$ cat config.mk
export PLATFORM = sky130hd
export DESIGN_NAME = srpp_serial_rx
export DESIGN_NICKNAME = d
export VERILOG_FILES = /design/src/pkg/srpp_pkg.sv /design/src/logic/srpp_serial_rx.sv
export SDC_FILE = /design/constraint.sdc
export NUM_CORES = 1
export LEC_CHECK = 0
export ABC_AREA = 1
export BUFFER_PORTS_ARGS = -buffer_cell sky130_fd_sc_hd__buf_2
export CAP_MARGIN = 25
export CORE_ASPECT_RATIO = 0.5
export CORE_MARGIN = 3
export CORE_UTILIZATION = 55
export DETAILED_ROUTE_END_ITERATION = 8
export GPL_TIMING_DRIVEN = 0
export PLACE_DENSITY = 0.77
export SYNTH_ARGS = -nofsm -noshare
export SYNTH_HDL_FRONTEND = slang
export SYNTH_SLANG_ARGS = --single-unit
$ cat constraint.sdc
create_clock -name clk_sys -period 3.3 [get_ports clk_sys]
set_input_delay 0.165 -clock clk_sys [delete_from_list [all_inputs] [get_ports clk_sys]]
set_output_delay 0.165 -clock clk_sys [all_outputs]
set_load 0.01 [all_outputs]
$ cat src/pkg/srpp_pkg.sv
/*
 * srpp_pkg: register map, field positions, reset values and frame
 * constants for the serial receive path with parity.
 * Assumes: a 32-bit APB bus with word-aligned registers.
 */
`default_nettype none
package srpp_pkg;
    // =========================================================
    // register byte addresses
    localparam logic [7:0] SRPP_STATUS_REG_A  = 8'h00;
    localparam logic [7:0] SRPP_CONTROL_REG_B = 8'h04;
    localparam logic [7:0] SRPP_CONTROL_REG_C = 8'h08;
    localparam logic [7:0] SRPP_DATA_BUFFER   = 8'h0c;
    // =========================================================
    // status_reg_a fields
    localparam int SRPP_A_RXC  = 7;
    localparam int SRPP_A_TXE  = 5;
    localparam int SRPP_A_FE   = 4;
    localparam int SRPP_A_DOR  = 3;
    localparam int SRPP_A_UPE  = 2;
    // =========================================================
    // control_reg_b fields
    localparam int SRPP_B_RXCIE = 7;
    localparam int SRPP_B_RXEN  = 4;
    localparam int SRPP_B_TXEN  = 3;
    localparam int SRPP_B_CSZ2  = 2;
    localparam int SRPP_B_RXB8  = 1;
    localparam int SRPP_B_TXB8  = 0;
    localparam logic [7:0] SRPP_B_WMASK = 8'h9d;
    // =========================================================
    // control_reg_c fields
    localparam int SRPP_C_SYNC  = 6;
    localparam int SRPP_C_PEN   = 5;
    localparam int SRPP_C_PODD  = 4;
    localparam int SRPP_C_STOP2 = 3;
    localparam int SRPP_C_CSZ1  = 2;
    localparam int SRPP_C_CSZ0  = 1;
    localparam logic [7:0] SRPP_C_WMASK = 8'h7e;
    // =========================================================
    // reset values
    localparam logic [7:0] SRPP_B_RESET = 8'h00;
    localparam logic [7:0] SRPP_C_RESET = 8'h06;
    // =========================================================
    // frame constants
    localparam logic [2:0] SRPP_CSZ_NINE = 3'h7;
    localparam logic [3:0] SRPP_BITS_MAX = 4'h9;
    localparam logic [3:0] SRPP_BITS_MIN = 4'h5;
    localparam logic [1:0] SRPP_BUF_DEPTH = 2'h2;
    localparam int SRPP_TXF_W = 13;
endpackage
`default_nettype wire

$ cat src/logic/srpp_serial_rx.sv
/*
 * srpp_serial_rx: receive path, two-entry buffer, error flags, parity,
 * transmit parity insertion and deferred transmitter disable.
 * Assumes: pins and bit strobe synchronous to clk_sys; no baud generator.
 */
// Design decisions made here: the placing of the registers and register access over APB.
// Function
// - enabled parity bit sent after last data bit
// - transmitter disable waits until all data sent
// - disabled transmitter releases the output pin
// - receiver enable takes the input pin
// - synchronous mode uses the external clock
// - start bit opens a frame; bits shifted to first stop
// - only the first stop bit is checked
// - first stop bit moves the frame to the buffer
// - unused upper data bits read zero
// - ninth bit and errors kept per entry; read advances
// - complete flag shows unread data; disable flushes
// - receive complete request is a level
// - writes to error flags have no effect
// - error flags raise no request
// - frame error shows low first stop bit
// - overrun: buffer full, frame waiting, new start
// - overrun clears when a frame enters the buffer
// - parity of data bits checked and stored per frame
// - parity error reads zero when checking is off
`timescale 1ns/100ps
`default_nettype none
module srpp_serial_rx
    import srpp_pkg::*;
(
    input  wire logic        clk_sys,
    input  wire logic        rst,
    input  wire logic        ce,
    input  wire logic        psel,
    input  wire logic        penable,
    input  wire logic        pwrite,
    input  wire logic [7:0]  paddr,
    input  wire logic [31:0] pwdata,
    output logic      [31:0] prdata,
    output logic             pready,
    output logic             pslverr,
    input  wire logic        bitTick,
    input  wire logic        serialInPin,
    input  wire logic        externalTransferClockPin,
    output logic             serialOutPin,
    output logic             serialOutOe,
    output logic             rxPinOverride,
    input  wire logic        globalIrqEnable,
    output logic             rxCompleteIrq
);
    typedef enum logic [1:0] {
        SRPP_RX_IDLE = 2'b00,
        SRPP_RX_DATA = 2'b01,
        SRPP_RX_PAR  = 2'b11,
        SRPP_RX_STOP = 2'b10
    } srpp_rx_t;

    // =========================================================
    // helpers
    function automatic logic [3:0] charBits(input logic [2:0] csz);
        if (csz == SRPP_CSZ_NINE) begin
            charBits = SRPP_BITS_MAX;
        end else if (csz[2]) begin
            charBits = 4'h8;
        end else begin
            charBits = SRPP_BITS_MIN + {2'b00, csz[1:0]};
        end
    endfunction

    function automatic logic [8:0] bitMask(input logic [3:0] n);
        bitMask = 9'((10'h1 << n) - 10'h1);
    endfunction

    // =========================================================
    // control registers and decode
    logic [7:0]  controlRegB;
    logic [7:0]  controlRegC;
    logic        apbAccess;
    logic        apbSetup;
    logic        mapped;
    logic        rxEnable;
    logic        txEnableBit;
    logic        parityEnableBit;
    logic        parityOddSelect;
    logic        syncMode;
    logic [3:0]  nBits;
    logic [8:0]  dataMask;

    assign rxEnable        = controlRegB[SRPP_B_RXEN];
    assign txEnableBit     = controlRegB[SRPP_B_TXEN];
    assign parityEnableBit = controlRegC[SRPP_C_PEN];
    assign parityOddSelect = controlRegC[SRPP_C_PODD];
    assign syncMode        = controlRegC[SRPP_C_SYNC];
    assign nBits    = charBits({controlRegB[SRPP_B_CSZ2], controlRegC[SRPP_C_CSZ1],
                                controlRegC[SRPP_C_CSZ0]});
    assign dataMask = bitMask(nBits);
    assign mapped   = (paddr == SRPP_STATUS_REG_A) || (paddr == SRPP_CONTROL_REG_B) ||
                      (paddr == SRPP_CONTROL_REG_C) || (paddr == SRPP_DATA_BUFFER);
    assign apbSetup  = ce && psel && !penable;
    assign apbAccess = ce && psel && penable;
    assign pready    = ce;
    assign pslverr   = psel && penable && !mapped;

    logic writeB;
    logic writeC;
    logic writeData;
    logic readData;
    assign writeB    = apbAccess && pwrite && (paddr == SRPP_CONTROL_REG_B);
    assign writeC    = apbAccess && pwrite && (paddr == SRPP_CONTROL_REG_C);
    assign writeData = apbAccess && pwrite && (paddr == SRPP_DATA_BUFFER);
    assign readData  = apbAccess && !pwrite && (paddr == SRPP_DATA_BUFFER);

    always_ff @(posedge clk_sys or posedge rst) begin
        if (rst) begin
            controlRegB <= SRPP_B_RESET;
            controlRegC <= SRPP_C_RESET;
        end else if (ce) begin
            if (writeB) begin
                controlRegB <= pwdata[7:0] & SRPP_B_WMASK;
            end
            if (writeC) begin
                controlRegC <= pwdata[7:0] & SRPP_C_WMASK;
            end
        end
    end

    // =========================================================
    // bit sampling strobe
    logic xckPrev;
    logic sampleEn;
    always_ff @(posedge clk_sys or posedge rst) begin
        if (rst) begin
            xckPrev <= 1'b0;
        end else if (ce) begin
            xckPrev <= externalTransferClockPin;
        end
    end
    assign sampleEn = syncMode ? (externalTransferClockPin && !xckPrev) : bitTick;

    // =========================================================
    // receive buffer, two entries
    logic [8:0] bufData [2];
    logic       bufFe   [2];
    logic       bufPe   [2];
    logic       bufDor  [2];
    logic       rdPtr;
    logic [1:0] bufCount;
    logic       pop;
    logic       push;
    logic       rsrFull;
    logic [8:0] rsrData;
    logic       rsrFe;
    logic       rsrPe;
    logic       dorPending;
    logic       receiveCompleteFlag;

    assign receiveCompleteFlag = (bufCount != 2'h0);
    assign pop  = readData && receiveCompleteFlag;
    assign push = rsrFull && rxEnable && ((bufCount != SRPP_BUF_DEPTH) || pop);

    always_ff @(posedge clk_sys or posedge rst) begin
        if (rst) begin
            rdPtr    <= 1'b0;
            bufCount <= 2'h0;
        end else if (ce) begin
            if (!rxEnable) begin
                rdPtr    <= 1'b0;
                bufCount <= 2'h0;
            end else begin
                if (pop) begin
                    rdPtr <= !rdPtr;
                end
                if (push && !pop) begin
                    bufCount <= bufCount + 2'h1;
                end else if (pop && !push) begin
                    bufCount <= bufCount - 2'h1;
                end
            end
        end
    end

    logic wrPtr;
    assign wrPtr = rdPtr ^ (bufCount == 2'h1);

    always_ff @(posedge clk_sys or posedge rst) begin
        if (rst) begin
            for (int i = 0; i < 2; i++) begin
                bufData[i] <= 9'h000;
                bufFe[i]   <= 1'b0;
                bufPe[i]   <= 1'b0;
                bufDor[i]  <= 1'b0;
            end
        end else if (ce && push) begin
            bufData[wrPtr] <= rsrData;
            bufFe[wrPtr]   <= rsrFe;
            bufPe[wrPtr]   <= rsrPe;
            bufDor[wrPtr]  <= dorPending;
        end
    end

    // =========================================================
    // receive frame state machine
    srpp_rx_t   rxState;
    logic [3:0] rxBitCnt;
    logic [8:0] rxShift;
    logic       rxParBit;
    logic       rxCalcPar;

    assign rxCalcPar = ^(rxShift & dataMask) ^ parityOddSelect;

    always_ff @(posedge clk_sys or posedge rst) begin
        if (rst) begin
            rxState    <= SRPP_RX_IDLE;
            rxBitCnt   <= 4'h0;
            rxShift    <= 9'h000;
            rxParBit   <= 1'b0;
            rsrFull    <= 1'b0;
            rsrData    <= 9'h000;
            rsrFe      <= 1'b0;
            rsrPe      <= 1'b0;
            dorPending <= 1'b0;
        end else if (ce) begin
            if (!rxEnable) begin
                rxState    <= SRPP_RX_IDLE;
                rsrFull    <= 1'b0;
                dorPending <= 1'b0;
            end else begin
                if (push) begin
                    rsrFull    <= 1'b0;
                    dorPending <= 1'b0;
                end
                if (sampleEn) begin
                    unique case (rxState)
                        SRPP_RX_IDLE: begin
                            if (!serialInPin) begin
                                rxState  <= SRPP_RX_DATA;
                                rxBitCnt <= 4'h0;
                                rxShift  <= 9'h000;
                                if (rsrFull && !push && (bufCount == SRPP_BUF_DEPTH)) begin
                                    dorPending <= 1'b1;
                                end
                            end
                        end
                        SRPP_RX_DATA: begin
                            rxShift[rxBitCnt] <= serialInPin;
                            rxBitCnt <= rxBitCnt + 4'h1;
                            if (rxBitCnt == nBits - 4'h1) begin
                                rxState <= parityEnableBit ? SRPP_RX_PAR : SRPP_RX_STOP;
                            end
                        end
                        SRPP_RX_PAR: begin
                            rxParBit <= serialInPin;
                            rxState  <= SRPP_RX_STOP;
                        end
                        SRPP_RX_STOP: begin
                            rxState <= SRPP_RX_IDLE;
                            if (!rsrFull || push) begin
                                rsrFull <= 1'b1;
                                rsrData <= rxShift & dataMask;
                                rsrFe   <= !serialInPin;
                                rsrPe   <= parityEnableBit && (rxCalcPar != rxParBit);
                            end
                        end
                    endcase
                end
            end
        end
    end

    // =========================================================
    // transmitter
    logic [8:0]            txBufData;
    logic                  txBufValid;
    logic [SRPP_TXF_W-1:0] txShift;
    logic [3:0]            txLeft;
    logic                  txBusy;
    logic                  txActive;
    logic                  txLoad;
    logic [SRPP_TXF_W-1:0] txFrame;
    logic [3:0]            txLen;

    assign txBusy = (txLeft != 4'h0);
    assign txLoad = txBufValid && !txBusy && txActive;

    always_comb begin
        logic [8:0] d;
        d = txBufData & dataMask;
        txFrame = {SRPP_TXF_W{1'b1}};
        txFrame[0] = 1'b0;
        for (int i = 0; i < 9; i++) begin
            if (4'(i) < nBits) begin
                txFrame[i + 1] = d[i];
            end
        end
        if (parityEnableBit) begin
            txFrame[nBits + 4'h1] = ^d ^ parityOddSelect;
        end
        txLen = 4'h2 + nBits + {3'b000, parityEnableBit} + {3'b000, controlRegC[SRPP_C_STOP2]};
    end

    always_ff @(posedge clk_sys or posedge rst) begin
        if (rst) begin
            txBufData  <= 9'h000;
            txBufValid <= 1'b0;
        end else if (ce) begin
            if (writeData && txEnableBit) begin
                txBufData  <= {controlRegB[SRPP_B_TXB8], pwdata[7:0]};
                txBufValid <= 1'b1;
            end else if (txLoad) begin
                txBufValid <= 1'b0;
            end
        end
    end

    always_ff @(posedge clk_sys or posedge rst) begin
        if (rst) begin
            txShift <= {SRPP_TXF_W{1'b1}};
            txLeft  <= 4'h0;
        end else if (ce) begin
            if (txLoad) begin
                txShift <= txFrame;
                txLeft  <= txLen;
            end else if (txBusy && sampleEn) begin
                txShift <= {1'b1, txShift[SRPP_TXF_W-1:1]};
                txLeft  <= txLeft - 4'h1;
            end
        end
    end

    always_ff @(posedge clk_sys or posedge rst) begin
        if (rst) begin
            txActive <= 1'b0;
        end else if (ce) begin
            if (txEnableBit) begin
                txActive <= 1'b1;
            end else if (!txBufValid && !txBusy) begin
                txActive <= 1'b0;
            end
        end
    end

    always_ff @(posedge clk_sys or posedge rst) begin
        if (rst) begin
            serialOutPin <= 1'b1;
        end else if (ce && sampleEn) begin
            serialOutPin <= txBusy ? txShift[0] : 1'b1;
        end
    end
    assign serialOutOe = txActive;

    // =========================================================
    // pin takeover and request
    assign rxPinOverride = rxEnable;
    assign rxCompleteIrq = controlRegB[SRPP_B_RXCIE] && receiveCompleteFlag &&
                           globalIrqEnable;

    // =========================================================
    // read data
    logic [7:0] statusRegA;
    always_comb begin
        statusRegA = 8'h00;
        statusRegA[SRPP_A_RXC] = receiveCompleteFlag;
        statusRegA[SRPP_A_TXE] = !txBufValid;
        statusRegA[SRPP_A_FE]  = receiveCompleteFlag && bufFe[rdPtr];
        statusRegA[SRPP_A_DOR] = receiveCompleteFlag && bufDor[rdPtr];
        statusRegA[SRPP_A_UPE] = receiveCompleteFlag && bufPe[rdPtr] && parityEnableBit;
    end

    always_ff @(posedge clk_sys or posedge rst) begin
        if (rst) begin
            prdata <= 32'h0000_0000;
        end else if (apbSetup) begin
            unique case (paddr)
                SRPP_STATUS_REG_A: begin
                    prdata <= {24'h000000, statusRegA};
                end
                SRPP_CONTROL_REG_B: begin
                    prdata <= {24'h000000, controlRegB[7:2],
                               receiveCompleteFlag && bufData[rdPtr][8],
                               controlRegB[SRPP_B_TXB8]};
                end
                SRPP_CONTROL_REG_C: begin
                    prdata <= {24'h000000, controlRegC};
                end
                SRPP_DATA_BUFFER: begin
                    prdata <= {24'h000000, bufData[rdPtr][7:0]};
                end
                default: begin
                    prdata <= 32'h0000_0000;
                end
            endcase
        end
    end
endmodule
`default_nettype wire

==> flow_summary.toml, run 1 <==
[status]
status = "finished, final reports clean"

[final_layout]
fin_area_um2 = 7150
finalNetCount = 963
drive_gt1_frac = 0.185
area_growth_pct = 12.7
n_fill_cell = 948
antenna_cells = 0

[power_and_ir_drop]
p_total_mw = 3.01
irDropWorstVdd_v = 0.000246
p_leak_nw = 3.53
pwr_density_cell_nw_per_um2 = 421

[setup_path]
crit_arrival_ns = 3.37
cp_top_family = "simple AND/OR/NAND/NOR gates"
worst-path-stages = 16
crit_fanout = 10
crit_chain = "ha_1 > nand2_1 > o21ai_2 > ha_1 > ha_1 > nand2_1 > nand2_1 > nand2_1 > nand3_1 > nand2_1 > xor2_1 > nand2_1 > buf_2 > nand3_1 > nand2_1 > a21oi_1"
cp_num_buf_inv = 1
crit_top_cell = "nand2_1"
crit_slowest_cell = "dfstp_2"
r2r-start = "controlRegC[1]"
start_kind = "flop"
r2r_cells = 16
timing.critical_path.slowest_cell_delay_ns = 0.63
cp.required_ns = 3.58
worstSetupPathType = "reg -> reg"
crit_path_end_kind = "flop"
worstSetupStartpoint = "controlRegC[1]"

[clock_network]
cts_buffers = 9
htree_levels = 3
clkTransAtPathRegs_ns = 0.07
worstSkewPairLatency_ns = 0.35
postCtsSetupBuffers = 0
clk_path_buf_depth = 2
cts_tree = "yes"
cts_root_buf = "clkbuf_16"
clock_sinks = 105

[run]
max_cap_viol_count = 0

[die]
die_h_um = 81.9
dieArea_um2 = 12900
core-area_um2 = 11100
num_rows = 27
die_width_um = 158
ioPinCount = 88
start_util = 0.571

[placed_design]
port_buffers = 39
place.gp.congestion = 0.921
placed_cell_area_um2 = 6840
place_ws_ns = -0.241
hpwl_um = 11600

[timing]
min_period_over_period = 0.938
hold_viol = 0
finalSetupViolations = 0
slew_violations = 0
min_period_ns = 3.10
worst_pin_slew_ns = 0.845
finalClockSkew_ns = 0.00944
fmaxAchievable_ghz = 0.323
finalWorstSetupSlack_ns = 0.203
holdWs_ns = 0.0506
slew_headroom = 0.434
rsz0062_at_grt = "false"

[route]
via_per_inst = 5.36
detail-route-antenna-nets = 0
vias = 5590
drt_first_pass_iters = 6
wirelength_um = 15500
drtIter0Drc = 526
avgRoutedWirePerCell_um = 14.9
drc = 0

[worst_hold_path]
min_from = "externalTransferClockPin"
timing.hold.worst_path_depth = 3
holdCritPathClass = "in -> reg"

[global_route]
grt_max_degree = 72
antenna_found_initial = 0
first_global_vias = 5195
grtUsageTotal = 0.251
grt_pass1_wl_um = 25600
grt-ovfl-total = 0

[synth]
synthesis.area_um2 = 6340
ys.flop_type = "dfrtp_1"
ys.warnings.count = 0
syn_avg_cell_area_um2 = 7.77
ys_seq_elements = 105
synth_edf_count = 0
ys_seq_area_frac = 0.417
synth.top_cells.by_count = "nand2_1 (207), inv_1 (104), dfrtp_1 (89)"
yosysTopAreaCell = "dfrtp_1"
synth.top_cell.area_share = 0.351
syn_inst = 816
yosys-top-cells-area = "dfrtp_1 (35%), nand2_1 (12%), dfstp_2 (6.6%)"
synth_cell_types = 50
post-synth-top-count-cell = "nand2_1"
synthArstFlopShare = 1.00
-- worst min-delay path, cell delays in order --
cell     delay (ns)
buf_2          0.09
nand2_1        0.04
o21ai_0        0.07
-- layout make-up --
class / count / area, um2 / share of cell area
Multi-Input combinational cell: 580 / 3070 / 0.430
Sequential cell: 105 / 2650 / 0.370
Inverter: 106 / 400 / 0.0560
Buffer: 49 / 328 / 0.0458
Clock buffer: 12 / 236 / 0.0331
Timing Repair Buffer: 41 / 233 / 0.0325
Tap cell: 145 / 181 / 0.0254
Clock inverter: 4 / 52.6 / 0.00735
-- layer usage --
layer | track usage | wire [um] | vias to the layer above
met4 | 0.0528 | 195 | 0
met3 | 0.0437 | 1050 | 19
met1 | 0.356 | 7070 | 2619
li1 | - | - | 2736
met2 | 0.409 | 7200 | 216
met5 | 0 | 0 | -
-- stage by stage --
step | cells | util | setup TNS (ns)
2_1_floorplan | 840 | - | 0
3_3_place_gp | 1024 | 0.613 | -69.16
3_5_place_dp | 1025 | 0.615 | -2.26
4_1_cts | 1042 | 0.643 | 0
5_1_grt | 1042 | 0.643 | 0
6_report | 1042 | 0.643 | 0
-- cells in the final DEF, fill, tap and decap left out, drive strengths merged, types with 4 or more instances in the layout --
master  instances
a31oi           4
conb           26
clkbuf         24
nand4           9
nor3            9
o211ai          6
a21oi          39
nor2           67
ha             20
o21ai          87
xnor2           5
mux2i           4
dfstp          16
dfrtp          89
xor2            7
nor4            5
nand2         221
buf            77
nand3          50
inv           106
-- registers in the layout, summed over array words and instances (netlist names), 4 cells and up --
signal       cells
bufData         18
controlRegB      5
controlRegC      6
prdata           8
rsrData          9
rxBitCnt         4
rxShift          9
txBufData        9
txLeft           4
txShift         13
-- cell families after synthesis --
kind of cell / count (synthesis) / share of synthesized area
muxes: 4 / 0.00631
adders and majority gates: 21 / 0.0426
AOI/OAI and AO/OA: 151 / 0.150
xor gates and xnor gates: 12 / 0.0166
DFF: 105 / 0.417
buffers and inverters: 155 / 0.114
other: 2 / 0.00118
and+or+nand+nor: 366 / 0.251
-- repair_timing --
action / 4_1_cts / 5_1_grt
hold buffers: 1 / 0
gates resized for setup: 4 / 4
endpoints found under the hold margin: 34 / 0
setup endpoints to repair: 13 / 12
pin swaps: 0 / 0
-- report_power, final --
group / switching (mW) / internal [mW] / total, mW
clock network: 0.490 / 0.593 / 1.08
registers: 0.0571 / 1.45 / 1.51
logic: 0.255 / 0.165 / 0.421
total: 0.803 / 2.21 / 3.01
-- worst paths after layout --
path | end | slack [ns]
min in group asynchronous | bufData[9] | 0.38
max in group asynchronous | controlRegC[1] | 2.18
max | txShift[9] | 0.20
max reg2reg | txShift[9] | 0.20
min reg2reg | txShift[10] | 0.47
min | xckPrev | 0.05
No activity file was read; power rests on OpenSTA's default activity.
==> run 2: changes to the inputs <==
- REMOVE_ABC_BUFFERS: not set -> 1
==> flow_summary.toml, run 2 (same netlist as run 1, synthesis figures left out) <==
[power_and_ir_drop]
pwr_density_cell_nw_per_um2 = 432
p_sw_frac = 0.267
seqPwrFrac = 0.509
p_switching_mw = 0.793
clkPwrFrac = 0.360
p_leak_nw = 3.34
power_frac_comb = 0.131
irDropWorstVdd_v = 0.000238
p_int_mw = 2.18

[final_layout]
final_cell_mix = "nand2_1 (204), inv_1 (102), dfrtp_1 (89)"
largestRegisters = "bufData x18, txShift x13"
area_growth_pct = 8.33
largest-register = "bufData"
finalNetCount = 918
drive_gt1_frac = 0.160
largest_reg_flops = 18
fin_area_um2 = 6870
postLayoutCoreUtil = 0.618
antenna_cells = 0
layout_commonest_cell = "nand2_1"

[setup_path]
crit_path_end_kind = "flop"
crit_top_cell = "nand2_1"
cp.required_ns = 3.58
timing.critical_path.slowest_cell_delay_ns = 0.63
crit_chain = "ha_1 > nand2_1 > o21ai_4 > inv_2 > ha_2 > o21ai_2 > nand3_1 > nand2_1 > nand2_1 > nand2_1 > xor2_1 > nand2_2 > nand2_1 > nand3_1 > a21oi_1"
crit_fanout = 11
crit_arrival_ns = 3.33
cp_top_family = "simple AND/OR/NAND/NOR gates"
start_kind = "flop"
worstSetupPathType = "reg -> reg"
cp_num_buf_inv = 1
crit_slowest_cell = "dfstp_2"

[route]
avgRoutedWirePerCell_um = 14.9
detail-route-antenna-nets = 0
drt_first_pass_iters = 5
wirelength_um = 14800
route.met2.wl_um = 6680
met3_length_um = 1030
drc = 0
drtIter0Drc = 445
top_layer = "met4"
via_per_inst = 5.41
drt-met1-wl_um = 6870
vias = 5382

[placed_design]
place.gp.congestion = 0.923
place_ws_ns = -0.315
hpwl_um = 10600
placed_cell_area_um2 = 6510
port_buffers = 39

[global_route]
grt-ovfl-total = 0
grtUsageTotal = 0.234
grt_pass1_wl_um = 23800
antenna_found_initial = 0
grt_max_degree = 59
first_global_vias = 4799

[die]
ioPinCount = 88
dieArea_um2 = 12900
core-area_um2 = 11100
num_rows = 27
die_h_um = 81.9
die_width_um = 158
start_util = 0.571

[timing]
min_period_ns = 3.05
holdWs_ns = 0.0404
slew_headroom = 0.383
finalClockSkew_ns = 0.00908
finalSetupViolations = 0
worst_pin_slew_ns = 0.918
hold_viol = 0
min_period_over_period = 0.925
fmaxAchievable_ghz = 0.328
finalWorstSetupSlack_ns = 0.248
tns_ns = 0
slew_violations = 0

[run]
max_cap_viol_count = 0

[clock_network]
worstSkewPairLatency_ns = 0.35
cts_root_buf = "clkbuf_16"
clk_path_buf_depth = 2
clock_sinks = 105
cts_buffers = 9
clkTransAtPathRegs_ns = 0.07
htree_levels = 3
cts_tree = "yes"

[worst_hold_path]
holdCritPathClass = "in -> reg"

[status]
status = "finished, final reports clean"
==> run 2: cell types whose count changed in the layout (fill, tap and decap cells not counted), sizes merged <==
cell    before  now
buf         77   44
inv        106  107
clkinv       3    2
clkbuf      24   10
==> run 2: area by class of cell <==
| class | count | area (um2) |
|---|---|---|
| fill | 961 | 4240 |
| multi-input combinational | 580 | 3100 |
| sequential | 105 | 2650 |
| inverter | 106 | 400 |
| timing repair buffer | 45 | 263 |
| clock buffer | 10 | 229 |
| tap | 145 | 181 |
| clock inverter | 4 | 52.6 |
==> run 2: final timing paths <==
kind	from	end	slack, ns	cells after the start
worst max-delay path	controlRegC[1]	txShift[0]	0.25	15
worst min-delay path	externalTransferClockPin	xckPrev	0.04	3
worst max register to register	controlRegC[1]	txShift[0]	0.25	15
worst min register to register	txShift[10]	txShift[10]	0.48	2
max in group asynchronous	rst	controlRegC[1]	2.02	4
min in group asynchronous	rst	bufFe[0]	0.53	3
==> run 2: power groups by stage <==
stage | Combinational (mW) | Sequential (mW) | Clock [mW]
final | 0.389 | 1.51 | 1.07
after global routing | 0.451 | 1.53 | 1.13
after CTS | 0.391 | 1.51 | 1.07
after detailed placement | 0.387 | 1.53 | 0
after global placement | 0.364 | 1.53 | 0
after floorplan | 0.283 | 1.52 | 0
==> run 2: worst min-delay path, cell delays in order <==
cell     delay (ns)
buf_2          0.09
nand2_1        0.04
o21ai_0        0.06
==> run 2: metrics by stage <==
stage	cells	power, mW
after global routing	995	3.11
after CTS	991	2.97
after detailed placement	976	1.92
after global placement	975	1.90
after floorplan	791	1.80
final	995	2.97
==> run 2: metal layers <==
metal  vias up  GRT usage
li1       2640          -
met1      2512      0.333
met2       209      0.379
met3        21     0.0411
met4         0     0.0494
met5         -          0
==> run 2: timing repair <==
| item | 4_1_cts | 5_1_grt |
|---|---|---|
| setup endpoints to repair | 13 | 13 |
| hold buffers | 1 | 0 |
| buffers inserted | 0 | 4 |
| pin swaps | 0 | 1 |
| hold endpoints to repair | 37 | 0 |
| gates resized for setup | 4 | 9 |
==> run 3: changes to the inputs <==
- ABC_AREA: 1 -> not set
==> flow_summary.toml, run 3 <==
[setup_path]
r2r_cells = 12
ff2ff_setup_slack_ns = 0.12
worst-path-stages = 12
crit_arrival_ns = 3.46
worstSetupStartpoint = "controlRegC[1]"
crit_path_end_kind = "flop"
timing.rr.end = "txShift[12]"
crit_chain = "ha_4 > nand2b_4 > inv_1 > ha_1 > ha_2 > nand2b_1 > and3_1 > o21ai_2 > xnor2_1 > xnor3_2 > buf_4 > a31oi_2"
crit_fanout = 7
r2r-start = "controlRegC[1]"
timing.critical_path.slowest_cell_delay_ns = 0.62
crit_slowest_cell = "dfstp_2"
worstSetupPathType = "reg -> reg"
worstSetupEndpoint = "txShift[12]"
cp_num_buf_inv = 2
cp.required_ns = 3.58
start_kind = "flop"
cp_top_family = "adder cells"

[final_layout]
largestRegisters = "bufData x18, txShift x13"
largest_reg_flops = 18
final_cell_mix = "dfrtp_1 (88), nand2_1 (81), mux2_2 (50)"
drive_gt1_frac = 0.259
layout_commonest_cell = "dfrtp_1"
antenna_cells = 0
largest-register = "bufData"
postLayoutCoreUtil = 0.642
finalNetCount = 706
area_growth_pct = 9.83

[global_route]
grt_max_degree = 55
grt-ovfl-total = 0
grtUsageTotal = 0.233
grt_pass1_wl_um = 22900
first_global_vias = 4318
antenna_found_initial = 0

[die]
start_util = 0.585
die_width_um = 156
dieArea_um2 = 12600
num_rows = 26
ioPinCount = 88
die_h_um = 80.8
core-area_um2 = 10500

[route]
drtIter0Drc = 399
via_per_inst = 6.03
wirelength_um = 14400
drc = 0
vias = 4701
detail-route-antenna-nets = 0
drt_first_pass_iters = 5
avgRoutedWirePerCell_um = 18.4

[timing]
slew_headroom = 0.319
hold_viol = 0
worst_pin_slew_ns = 1.02
min_period_over_period = 0.963
rsz0062_at_grt = "false"
min_period_ns = 3.18
slew_violations = 0
fmaxAchievable_ghz = 0.315
finalSetupViolations = 0
finalClockSkew_ns = 0.0121
holdWs_ns = 0.0549

[clock_network]
htree_levels = 3
cts_root_buf = "clkbuf_16"
worstSkewPairLatency_ns = 0.36
clk_path_buf_depth = 2
clkTransAtPathRegs_ns = 0.07
clock_sinks = 105
cts_tree = "yes"
cts_buffers = 9

[worst_hold_path]
min_from = "pwdata[1]"
holdCritPathClass = "in -> reg"

[synth]
synthesis.area_um2 = 6160
ys.warnings.count = 0
ys_seq_elements = 105
yosys-top-cells-area = "dfrtp_1 (36%), mux2_2 (9.1%), dfstp_2 (6.8%)"
ys.flop_type = "dfrtp_1"
synth.top_cell.area_share = 0.361
synth_cell_types = 77
synthArstFlopShare = 1.00
post-synth-top-count-cell = "dfrtp_1"
ys_seq_area_frac = 0.430
syn_inst = 603
yosysTopAreaCell = "dfrtp_1"
synth_edf_count = 0
synth.top_cells.by_count = "dfrtp_1 (89), nand2_1 (81), mux2_2 (50)"
syn_avg_cell_area_um2 = 10.2

[placed_design]
hpwl_um = 10200
place.gp.congestion = 0.862
port_buffers = 39

[run]
max_cap_viol_count = 0

[power_and_ir_drop]
p_leak_nw = 3.11
irDropWorstVdd_v = 0.000237
pwr_density_cell_nw_per_um2 = 484
p_total_mw = 3.28

[status]
status = "finished, final reports clean"
==> run 3: cell types whose count changed after synthesis, moves of 11 or more <==
cell	before	now
a21oi_1	38	19
nor2_1	66	24
nand2_1	207	81
o21ai_0	57	36
mux2_2	0	50
o21ai_2	29	2
nand2_2	13	2
a22o_1	0	24
nand3_1	49	13
inv_1	104	16
==> run 3: power breakdown <==
group          switching (mW)  total (mW)  internal [mW]
registers               0.133        1.56           1.42
clock network           0.509        1.10          0.596
logic                   0.350       0.616          0.267
==> run 3: worst min path at each step <==
stage / depth (start not counted) / endpoint / slack (ns)
5_1_grt: 2 / controlRegC[6] / 0.05
3_3_place_gp: 3 / controlRegC[5] / 0.40
6_report: 3 / controlRegC[1] / 0.05
2_1_floorplan: 1 / bufCount[0] / 0.26
3_5_place_dp: 2 / bufData[13] / 0.33
4_1_cts: 3 / controlRegC[5] / 0.05
==> run 3: kinds of logic (layout without fill, tap and decap cells) <==
| family | after synthesis | count (layout) | synth area share |
|---|---|---|---|
| other | 2 | 26 | 0.00122 |
| muxes | 60 | 60 | 0.108 |
| and+or+nand+nor | 178 | 178 | 0.147 |
| xor gates and xnor gates | 23 | 23 | 0.0420 |
| adders and majority gates | 21 | 21 | 0.0439 |
| AOI/OAI and AO/OA | 145 | 145 | 0.165 |
| buffers and inverters | 69 | 82 | 0.0633 |
| DFF | 105 | 105 | 0.430 |
==> run 3: layout make-up <==
type / count / area, um2
multi-input combinational: 453 / 3270
timing repair buffer: 49 / 305
sequential: 105 / 2650
inverter: 17 / 68.8
fill: 839 / 3770
clock buffer: 9 / 225
clock inverter: 7 / 76.3
tap: 140 / 175
==> run 3: timing repair <==
item                                    in CTS  in global routing
setup buffers                                3                  5
hold buffers                                 1                  0
resized for setup                            8                  3
endpoints found under the setup margin      15                 14
endpoints found under the hold margin       43                  0
pin swaps                                    1                  2
==> run 3: worst reg2reg max path, delay by kind of cell, from the launching register on <==
| kind | cells | cell delay, ns |
|---|---|---|
| compound gates | 2 | 0.35 |
| xor+xnor | 2 | 0.66 |
| fa+ha+maj | 3 | 0.68 |
| buf+inv | 2 | 0.30 |
| flops | 1 | 0.62 |
| simple gates | 3 | 0.49 |
==> run 3: metal layers <==
metal / global-route usage / routed length [um] / vias to the layer above / share of wire
li1: - / - / 2181 / -
met4: 0.0507 / 140 / 0 / 0.0098
met5: 0 / 0 / - / 0
met3: 0.0463 / 1050 / 16 / 0.073
met2: 0.369 / 6660 / 180 / 0.46
met1: 0.337 / 6510 / 2324 / 0.45
==> run 3: per-stage QoR <==
| step | std cells | TNS [ns] | worst slack, ns | area (um2) |
|---|---|---|---|---|
| finish | 780 | 0 | 0.123 | 6770 |
| global route | 780 | 0 | 0.0138 | 6770 |
| CTS | 775 | 0 | 0.0335 | 6700 |
| detailed placement | 755 | -5.52 | -0.520 | 6330 |
| global placement | 754 | -72.71 | -0.771 | 6300 |
| floorplan | 575 | -0.147 | -0.0489 | 5930 |
